### config.mk
export PLATFORM = sky130hd
export DESIGN_NAME = multi_queue_port
export DESIGN_NICKNAME = d
export VERILOG_FILES = /design/src/include/mq_pkg.sv /design/src/rtl/multi_queue_port.sv
export SDC_FILE = /design/constraint.sdc
export NUM_CORES = 2
export LEC_CHECK = 0
export BUFFER_PORTS_ARGS = -buffer_cell sky130_fd_sc_hd__buf_2
export CAP_MARGIN = 20
export CORE_MARGIN = 2
export CORE_UTILIZATION = 40
export DETAILED_ROUTE_END_ITERATION = 8
export PLACE_DENSITY = 0.58
export SLEW_MARGIN = 10
export SYNTH_ARGS = -nofsm -noshare
export SYNTH_HDL_FRONTEND = slang
export SYNTH_SLANG_ARGS = --single-unit
### constraint.sdc
create_clock -name MCLK -period 21.3 [get_ports MCLK]
set_input_delay 1.065 -clock MCLK [delete_from_list [all_inputs] [get_ports MCLK]]
set_output_delay 1.065 -clock MCLK [all_outputs]
set_load 0.01 [all_outputs]
### src/include/mq_pkg.sv
// Shared constants for the four-queue word buffer port logic.
// Assumes a single 50 MHz clock and pins synchronised inside the block.
package mq_pkg;

  // ==========================================================
  // Queue organisation
  localparam int NUM_QUEUES = 4;
  localparam int QSEL_W = 2;
  localparam int QUEUE_DEPTH = 16;
  localparam int DATA_W = 36;

  // ==========================================================
  // Packet marker positions in the data word
  localparam int SOP_BIT = 34;
  localparam int EOP_BIT = 35;

  // ==========================================================
  // Address bus layouts
  localparam int WADDR_W = 5;
  localparam int RADDR_W = 6;
  localparam int CHIP_POS_W = 3;
  localparam int WDEV_LSB = 2;
  localparam int RDEV_LSB = 3;
  localparam int QADDR_LSB = 0;

  // ==========================================================
  // Flag thresholds and timing
  localparam int ALMOST_FULL_GAP = 2;
  localparam int ALMOST_EMPTY_LEVEL = 2;
  localparam int SYNC_STAGES = 2;
  localparam int MODE_CAPTURE_EDGE = 2;
  localparam int QCHANGE_FLUSH = 2;

  // ==========================================================
  // Reset values of the port state
  localparam logic [QSEL_W-1:0] RESET_QUEUE = 2'h0;
  localparam logic [NUM_QUEUES-1:0] FLAG_BUS_IDLE = 4'hF;

endpackage

### src/rtl/multi_queue_port.sv
// Four-queue word buffer with a shared write port and a shared read port.
// Assumes all pins are asynchronous to MCLK; both ports run on MCLK.
`timescale 1ns/1ps

module multi_queue_port #(
  parameter int DEPTH = mq_pkg::QUEUE_DEPTH,
  parameter int AF_GAP = mq_pkg::ALMOST_FULL_GAP,
  parameter int AE_LEVEL = mq_pkg::ALMOST_EMPTY_LEVEL
) (
  // Clock and reset
  input wire logic MCLK,
  input wire logic SYS_RST,
  // Configuration pins
  input wire logic PACKET_MODE_SELECT,
  input wire logic [mq_pkg::CHIP_POS_W-1:0] CHIP_POSITION_PINS,
  // Write port
  input wire logic [mq_pkg::DATA_W-1:0] DIN,
  input wire logic WRITE_ENABLE_N,
  input wire logic WRITE_ADDRESS_ENABLE,
  input wire logic FULL_FLAG_STROBE,
  input wire logic [mq_pkg::WADDR_W-1:0] WRITE_QUEUE_ADDR_BUS,
  output logic FULL_FLAG_N,
  output logic [mq_pkg::NUM_QUEUES-1:0] ALMOST_FULL_FLAG_N,
  // Read port
  input wire logic READ_ENABLE_N,
  input wire logic READ_ADDRESS_ENABLE,
  input wire logic EMPTY_FLAG_STROBE,
  input wire logic [mq_pkg::RADDR_W-1:0] READ_QUEUE_ADDR_BUS,
  input wire logic OUTPUT_ENABLE_N,
  output logic [mq_pkg::DATA_W-1:0] QOUT,
  output logic QOUT_OE,
  output logic OUTPUT_VALID_FLAG_N,
  output logic EMPTY_FLAG_N,
  output logic PACKET_READY_FLAG_N,
  output logic [mq_pkg::NUM_QUEUES-1:0] ALMOST_EMPTY_FLAG_N
);

  localparam int NQ = mq_pkg::NUM_QUEUES;
  localparam int QW = mq_pkg::QSEL_W;
  localparam int DW = mq_pkg::DATA_W;
  localparam int PW = $clog2(DEPTH);
  localparam int CW = PW + 1;
  localparam int PIN_W = 3 + DW + mq_pkg::WADDR_W + 4
                       + mq_pkg::RADDR_W + 1 + mq_pkg::CHIP_POS_W;
  localparam logic [CW-1:0] FULL_CNT = CW'(DEPTH);
  localparam logic [CW-1:0] AF_CNT = CW'(DEPTH - AF_GAP);
  localparam logic [CW-1:0] AE_CNT = CW'(AE_LEVEL);
  localparam logic [1:0] FLUSH_CNT = 2'(mq_pkg::QCHANGE_FLUSH);
  localparam logic [1:0] CAP_EDGE = 2'(mq_pkg::MODE_CAPTURE_EDGE);

  // ==========================================================
  // Pin synchronisers
  logic [PIN_W-1:0] pin_raw;
  logic [PIN_W-1:0] sync1;
  logic [PIN_W-1:0] sync2;

  assign pin_raw = {PACKET_MODE_SELECT, CHIP_POSITION_PINS, DIN,
                    WRITE_ENABLE_N, WRITE_ADDRESS_ENABLE,
                    FULL_FLAG_STROBE, WRITE_QUEUE_ADDR_BUS,
                    READ_ENABLE_N, READ_ADDRESS_ENABLE,
                    EMPTY_FLAG_STROBE, READ_QUEUE_ADDR_BUS,
                    OUTPUT_ENABLE_N};

  // Two flip-flops on every pin except MCLK and SYS_RST before any logic looks at it
  always_ff @(posedge MCLK or posedge SYS_RST) begin
    if (SYS_RST) begin
      sync1 <= '0;
      sync2 <= '0;
    end else begin
      sync1 <= pin_raw;
      sync2 <= sync1;
    end
  end

  logic s_pkt;
  logic [mq_pkg::CHIP_POS_W-1:0] s_pos;
  logic [DW-1:0] s_din;
  logic s_wen_n;
  logic s_write_address_enable;
  logic s_full_flag_strobe;
  logic [mq_pkg::WADDR_W-1:0] s_waddr;
  logic s_ren_n;
  logic s_read_address_enable;
  logic s_empty_flag_strobe;
  logic [mq_pkg::RADDR_W-1:0] s_raddr;
  logic s_oe_n;

  assign {s_pkt, s_pos, s_din, s_wen_n, s_write_address_enable, s_full_flag_strobe, s_waddr,
          s_ren_n, s_read_address_enable, s_empty_flag_strobe, s_raddr, s_oe_n} = sync2;

  // ==========================================================
  // Mode capture after reset release
  logic pkt_mode;
  logic [1:0] cap_cnt;

  // The mode pin is caught once its synchroniser has settled
  always_ff @(posedge MCLK or posedge SYS_RST) begin
    if (SYS_RST) begin
      cap_cnt <= 2'h0;
      pkt_mode <= 1'b0;
    end else if (cap_cnt != CAP_EDGE + 2'h1) begin
      // Pin value reaches the second sync flop one edge before the capture edge
      cap_cnt <= cap_cnt + 2'h1;
      if (cap_cnt == CAP_EDGE) begin
        pkt_mode <= s_pkt;
      end
    end
  end

  // ==========================================================
  // Address decode
  logic w_match;
  logic r_match;
  logic w_qsel;
  logic w_fsel;
  logic r_qsel;
  logic r_fsel;

  // Device select bits compared with the chip position
  assign w_match = s_waddr[mq_pkg::WADDR_W-1:mq_pkg::WDEV_LSB] == s_pos;
  assign r_match = s_raddr[mq_pkg::RADDR_W-1:mq_pkg::RDEV_LSB] == s_pos;
  assign w_qsel = s_write_address_enable && !s_full_flag_strobe;
  assign w_fsel = !s_write_address_enable && s_full_flag_strobe;
  assign r_qsel = s_read_address_enable && !s_empty_flag_strobe;
  assign r_fsel = !s_read_address_enable && s_empty_flag_strobe;

  // ==========================================================
  // Queue storage and occupancy
  logic [DW-1:0] mem [NQ*DEPTH];
  logic [PW-1:0] wptr [NQ];
  logic [PW-1:0] rptr [NQ];
  logic [CW-1:0] cnt [NQ];
  logic [CW-1:0] pkts [NQ];

  // ==========================================================
  // Write queue selection
  logic [QW-1:0] wq;
  logic [QW-1:0] wq_next;
  logic w_on;
  logic w_on_next;
  logic wchg;
  logic wr_go;

  // Selection is taken on the first edge, applied on the second
  always_ff @(posedge MCLK or posedge SYS_RST) begin
    if (SYS_RST) begin
      wq <= mq_pkg::RESET_QUEUE;
      wq_next <= mq_pkg::RESET_QUEUE;
      w_on <= 1'b0;
      w_on_next <= 1'b0;
      wchg <= 1'b0;
    end else begin
      wchg <= w_qsel;
      if (w_qsel) begin
        wq_next <= s_waddr[QW-1:mq_pkg::QADDR_LSB];
        w_on_next <= w_match;
      end
      if (wchg) begin
        wq <= wq_next;
        w_on <= w_on_next;
      end
    end
  end

  // Old queue keeps taking words until the switch edge
  assign wr_go = !s_wen_n && w_on && (cnt[wq] != FULL_CNT);

  // ==========================================================
  // Read queue selection
  logic [QW-1:0] rq;
  logic [QW-1:0] rq_next;
  logic r_on;
  logic r_on_next;
  logic rchg;

  // Same two-cycle switch on the read side
  always_ff @(posedge MCLK or posedge SYS_RST) begin
    if (SYS_RST) begin
      rq <= mq_pkg::RESET_QUEUE;
      rq_next <= mq_pkg::RESET_QUEUE;
      r_on <= 1'b0;
      r_on_next <= 1'b0;
      rchg <= 1'b0;
    end else begin
      rchg <= r_qsel;
      if (r_qsel) begin
        rq_next <= s_raddr[QW-1:mq_pkg::QADDR_LSB];
        r_on_next <= r_match;
      end
      if (rchg) begin
        rq <= rq_next;
        r_on <= r_on_next;
      end
    end
  end

  // ==========================================================
  // Two-entry buffer between queue and output register
  logic [DW-1:0] buf_word [2];
  logic buf_wp;
  logic buf_rp;
  logic [1:0] buf_cnt;
  logic buf_in_ready;
  logic buf_out_valid;
  logic fetch;
  logic pop;
  logic out_valid;
  logic [1:0] flush;
  logic [DW-1:0] fetch_word;

  assign buf_in_ready = buf_cnt != 2'h2;
  assign buf_out_valid = buf_cnt != 2'h0;
  assign fetch_word = mem[{rq, rptr[rq]}];

  // In packet mode a queue feeds the buffer only when it holds a whole packet
  assign fetch = buf_in_ready && r_on && (cnt[rq] != '0)
               && (!pkt_mode || pkts[rq] != '0);

  // The output register drains the buffer; a queue change forces it
  assign pop = buf_out_valid
             && (!out_valid || !s_ren_n || flush != 2'h0);

  // Buffer pointers and storage
  always_ff @(posedge MCLK or posedge SYS_RST) begin
    if (SYS_RST) begin
      buf_wp <= 1'b0;
      buf_rp <= 1'b0;
      buf_cnt <= 2'h0;
    end else begin
      if (fetch) begin
        buf_word[buf_wp] <= fetch_word;
        buf_wp <= !buf_wp;
      end
      if (pop) begin
        buf_rp <= !buf_rp;
      end
      buf_cnt <= buf_cnt + {1'b0, fetch} - {1'b0, pop};
    end
  end

  // Forced hand-over of the old and new words after a switch
  always_ff @(posedge MCLK or posedge SYS_RST) begin
    if (SYS_RST) begin
      flush <= 2'h0;
    end else if (r_qsel) begin
      flush <= FLUSH_CNT;
    end else if (flush != 2'h0) begin
      // Window lasts two cycles even when the new queue is empty
      flush <= flush - 2'h1;
    end
  end

  // ==========================================================
  // Queue pointers, counts and complete-packet counts
  always_ff @(posedge MCLK or posedge SYS_RST) begin
    if (SYS_RST) begin
      for (int q = 0; q < NQ; q++) begin
        wptr[q] <= '0;
        rptr[q] <= '0;
        cnt[q] <= '0;
        pkts[q] <= '0;
      end
    end else begin
      for (int q = 0; q < NQ; q++) begin
        if (wr_go && wq == QW'(q)) begin
          wptr[q] <= wptr[q] + PW'(1);
        end
        if (fetch && rq == QW'(q)) begin
          rptr[q] <= rptr[q] + PW'(1);
        end
        cnt[q] <= cnt[q] + CW'(wr_go && wq == QW'(q))
                - CW'(fetch && rq == QW'(q));
        pkts[q] <= pkts[q]
          + CW'(pkt_mode && wr_go && wq == QW'(q)
                && s_din[mq_pkg::EOP_BIT])
          - CW'(pkt_mode && fetch && rq == QW'(q)
                && fetch_word[mq_pkg::EOP_BIT]);
      end
    end
  end

  // Word and its markers stored together
  always_ff @(posedge MCLK) begin
    if (wr_go) begin
      mem[{wq, wptr[wq]}] <= s_din;
    end
  end

  // ==========================================================
  // Output register and valid flag
  always_ff @(posedge MCLK or posedge SYS_RST) begin
    if (SYS_RST) begin
      QOUT <= '0;
      out_valid <= 1'b0;
      OUTPUT_VALID_FLAG_N <= 1'b1;
    end else begin
      if (pop) begin
        QOUT <= buf_word[buf_rp];
        out_valid <= 1'b1;
        OUTPUT_VALID_FLAG_N <= 1'b0;
      end else if ((!s_ren_n || flush != 2'h0) && out_valid) begin
        out_valid <= 1'b0;
        OUTPUT_VALID_FLAG_N <= 1'b1;
      end
    end
  end

  // Output enable only gates the drive of the word bus
  always_ff @(posedge MCLK or posedge SYS_RST) begin
    if (SYS_RST) begin
      QOUT_OE <= 1'b0;
    end else begin
      QOUT_OE <= !s_oe_n;
    end
  end

  // ==========================================================
  // Discrete flags of the active queues
  logic [QW-1:0] wq_flag;
  logic [QW-1:0] rq_flag;

  // On the switch edge the flags follow the newly chosen queue
  assign wq_flag = wchg ? wq_next : wq;
  assign rq_flag = rchg ? rq_next : rq;

  always_ff @(posedge MCLK or posedge SYS_RST) begin
    if (SYS_RST) begin
      FULL_FLAG_N <= 1'b1;
      EMPTY_FLAG_N <= 1'b0;
      PACKET_READY_FLAG_N <= 1'b1;
    end else begin
      FULL_FLAG_N <= cnt[wq_flag] != FULL_CNT;
      EMPTY_FLAG_N <= cnt[rq_flag] != '0;
      PACKET_READY_FLAG_N <= !(pkt_mode && pkts[rq_flag] != '0);
    end
  end

  // ==========================================================
  // Flag buses, shown only while this device is picked
  logic paf_on;
  logic pae_on;

  always_ff @(posedge MCLK or posedge SYS_RST) begin
    if (SYS_RST) begin
      paf_on <= 1'b0;
      pae_on <= 1'b0;
    end else begin
      if (w_fsel) begin
        paf_on <= w_match;
      end
      if (r_fsel) begin
        pae_on <= r_match;
      end
    end
  end

  // Almost-empty bus turns into the packet ready bus in packet mode
  always_ff @(posedge MCLK or posedge SYS_RST) begin
    if (SYS_RST) begin
      ALMOST_FULL_FLAG_N <= mq_pkg::FLAG_BUS_IDLE;
      ALMOST_EMPTY_FLAG_N <= mq_pkg::FLAG_BUS_IDLE;
    end else begin
      for (int q = 0; q < NQ; q++) begin
        ALMOST_FULL_FLAG_N[q] <= !(paf_on && cnt[q] >= AF_CNT);
        if (pkt_mode) begin
          ALMOST_EMPTY_FLAG_N[q] <= !(pae_on && pkts[q] != '0);
        end else begin
          ALMOST_EMPTY_FLAG_N[q] <= !(pae_on && cnt[q] <= AE_CNT);
        end
      end
    end
  end

endmodule

==> results.md <==
- Final TNS setup: 0 ps
- Hold violation count in the final report: 0
- Final WL: 291000 um
- Core area: ~260000 um2
- Htree depth: 5
- Post-synthesis async set-or-reset flop share: a little under 10%
- Clock Path Buffers: 4
- Post-synth top area cell: edfxtp_1
- Max-cap viol count: 0
- Cell mode on critical path: buf_4
- Vias: between 50000 and 60000
- Worst-skew pair later-pin latency: around 940 ps
- Worst R2R Setup Slack: 14210 ps
- First drt pass iteration count: 5
- DRC: 0
- PostCTS Resize Cnt: 0
- Row cnt: roughly 190
- Global Route Usage Sum: 21.92%
- Synth warnings: 0
- Input/output buffers: 107
- Delay-heaviest family, CP: buffers and inverters
- Die area: ~260000 um2
- CTS tree: yes
- Cells on Worst Hold Path: 1
- Worst reg2reg path startpoint: rq[1]$_DFF_PP0_
- Sequential element share of the synthesized area: between 70% and 80%
- CTS Root Cell: clkbuf_16
- Synth top area share: a little over two thirds
- Layout cells sized above 1: approximately 16%
- PD cells: 122.5 nW/um2
- Dpl hpwl: about 160000 um
- Max VDD drop: around 0.12 mV
- Final setup vio count: 0
- Io pins: about 110
- # hold bufs at CTS: 0
- Die Wd: between 500 and 600 um
- Period Utilization, post-route: between 30% and 40%
- Total grt overflow: 0
- Total power: around 14 mW
- Layout area overhead: 13.96%
- Antenna-violating nets left: 0
- Total CTS buffers: roughly 300
- Cells after Synth: roughly 6000
- WP data required: between 20000 and 25000 ps
- Crit Path Category: flop to flop
- Initial Util: roughly two fifths
- Post-place setup slack: approximately 14000 ps
- Initial DRC count: roughly 6600
- Worst-path fanout max: 103
- Mean post-synth cell area: ~17 um2
- Post-synthesis cell type count: between 60 and 70
- Terminus of the critical flop-to-flop path: buf_word[0][27]$_DFFE_PP_
- Number of synthesized flops with an enable pin: between 2000 and 2500
- Outcome: completed
- Clk_skew: 57.93 ps
- Hold endpoint: sync1[36]$_DFF_PP0_
- Commonest register cell after synthesis: edfxtp_1
- Antenna violations before repair: 12
- Number of synthesized register bits: about 2600
- Avg WL per Cell: about 30 um
- Max transition margin: between 10% and 20%
- Critical Path Source Type: flop
- Number of global-route vias before repair: between 50000 and 60000
- Hold Path Class: primary input to flop
- Slew @ Worst Pin: between 1000 and 1500 ps
- Clk pin slew, worst setup/hold paths: ~60 ps
- Post-CTS setup buffer count: 0
- Worst hold slack: about 230 ps
- WP buf/inv: 3
- RD Place Congestion: between 0.8 and 0.9
- First-pass GRT wire length: 410200 um
- Crit-path cells: mux4_4 > buf_12 > buf_4 > buf_4 > mux4_2 > nor2_1 > a2111oi_0 > a311oi_1 > nor4b_1
- Clock sinks: 2637
- Static Leak: 38.61 nW
- CP Capture Type: flop
- Syn_nets: slightly above 6000
- Cells on worst reg2reg path: 9
- WP data arrival: between 7000 and 8000 ps
- Top cells by area, synth: edfxtp_1 (69%), dfrtp_1 (6.1%), mux2i_1 (4.4%)
- CP peak stage delay: 1110 ps
- Nets: about 6300
- Min Tclk post-route: 7088 ps
- Area of the mapped netlist: 102800 um2
- CP max-delay cell: mux4_4
- RSZ-0062 raised after global routing: false
- Largest net degree at the start of global routing: 151
- DR vias/cell: 5.722
- Fmax: roughly 140 MHz
- Final Max Tran Viols: 0
- Setup ws final: approximately 14000 ps
- Worst Hold Launch: DIN[18]
- Die Y: a little over 500 um
[logic make-up after synthesis]
logic type	Yosys count	synth area share, %
AOI/OAI and AO/OA	875	5.915
DFF	2637	75.76
buffers and inverters	432	1.780
muxes	726	9.526
and+or+nand+nor	1166	5.415
xor gates and xnor gates	60	0.5111
adders and majority gates	85	1.093
[layout make-up]
| cell class | count | area (um2) |
|---|---|---|
| antenna | 22 | 55.05 |
| clock buffer | 386 | 7993 |
| clock inverter | 119 | 1076 |
| fill | 21691 | 139100 |
| inverter | 86 | 330.3 |
| multi-input combinational | 2912 | 23700 |
| sequential | 2637 | 77940 |
| tap | 3384 | 4234 |
| timing repair buffer | 252 | 1846 |
[worst register-to-register path: cells and delay by family, from the launching register on]
kind,cells,cell delay (ps)
simple gates,2,980
flops,1,990
compound gates,2,930
buf+inv,3,2330
mux,2,1510
[per-layer routing]
layer / global-route usage (%) / vias up / share of wire, %
li1: - / 23899 / -
met1: 29.59 / 29446 / 41
met2: 35.75 / 2225 / 48
met3: 3.818 / 493 / 7.5
met4: 7.733 / 0 / 3.4
met5: 0 / - / 0
[cells in the mapped netlist, types with 4 or more instances]
cell type,count
a2111oi_0,68
a211oi_1,260
a21o_1,4
a21oi_1,170
a221oi_1,28
a22o_1,18
a22oi_1,8
a311oi_1,96
a31oi_1,81
a32oi_1,5
and2_0,24
and2_1,224
buf_1,31
buf_2,80
buf_4,15
buf_6,7
clkbuf_1,213
dfrtp_1,250
dfstp_2,11
edfxtp_1,2376
fa_1,8
ha_1,77
inv_1,86
mux2_1,4
mux2_2,76
mux2i_1,452
mux4_2,194
nand2_1,525
nand2b_1,6
nand3_1,59
nand4_1,43
nor2_1,168
nor2b_1,15
nor3_1,11
nor4_1,27
nor4b_1,22
o211ai_1,29
o21ai_0,87
o21ai_1,8
o311ai_0,4
or3_1,15
or4_1,9
xnor2_1,24
xor2_1,36
[through the flow]
step / cell area (um2) / std cells / utilization [%]
2_1_floorplan: 102800 / 5981 / -
3_3_place_gp: 107800 / 9257 / 42.07
3_5_place_dp: 107800 / 9259 / 42.07
4_1_cts: 116900 / 9764 / 45.61
5_1_grt: 117200 / 9797 / 45.73
6_report: 117200 / 9798 / 45.73
[where the power goes]
group	internal [mW]	leakage (nW)	switching (mW)
clock network	2.85	4.45	1.99
logic	1.37	9.75	2.15
registers	5.83	24.4	0.164
total	10.0	38.6	4.31
[worst max path at each step]
stage,end,cells after the start,from
finish,buf_word[0][27]$_DFFE_PP_,9,rq[1]$_DFF_PP0_
floorplan,EMPTY_FLAG_N$_DFF_PP0_,1,SYS_RST
global placement,buf_word[0][21]$_DFFE_PP_,10,rq[1]$_DFF_PP0_
CTS,buf_word[1][21]$_DFFE_PP_,10,rq[1]$_DFF_PP0_
global route,buf_word[0][0]$_DFFE_PP_,10,rq[1]$_DFF_PP0_
detailed placement,buf_word[1][21]$_DFFE_PP_,10,rq[1]$_DFF_PP0_
[placed cells by master (no fill, tap or decap), drive strengths merged, types with 6 or more instances in the layout]
master	n
edfxtp	2376
nand2	525
mux2i	452
clkbuf	386
a211oi	260
buf	252
dfrtp	250
and2	248
mux4	194
a21oi	170
nor2	168
a311oi	96
o21ai	95
inv	93
clkinv	89
a31oi	81
mux2	80
ha	77
a2111oi	68
nand3	59
nand4	43
xor2	36
o211ai	29
a221oi	28
nor4	27
xnor2	24
diode	22
nor4b	22
a22o	18
bufinv	18
or3	15
nor2b	15
dfstp	11
nor3	11
or4	9
a22oi	8
fa	8
nand2b	6
[sequential cells by signal (all words and copies together) (netlist names), 4 cells and up]
| register | cells |
|---|---|
| sync1 | 57 |
| buf_word | 72 |
| ALMOST_EMPTY_FLAG_N | 4 |
| mem | 2304 |
| QOUT | 36 |
| sync2 | 57 |
| rptr | 16 |
| pkts | 20 |
| cnt | 20 |
| wptr | 16 |
| ALMOST_FULL_FLAG_N | 4 |
Note: power is estimated with default switching activity, not from simulation.
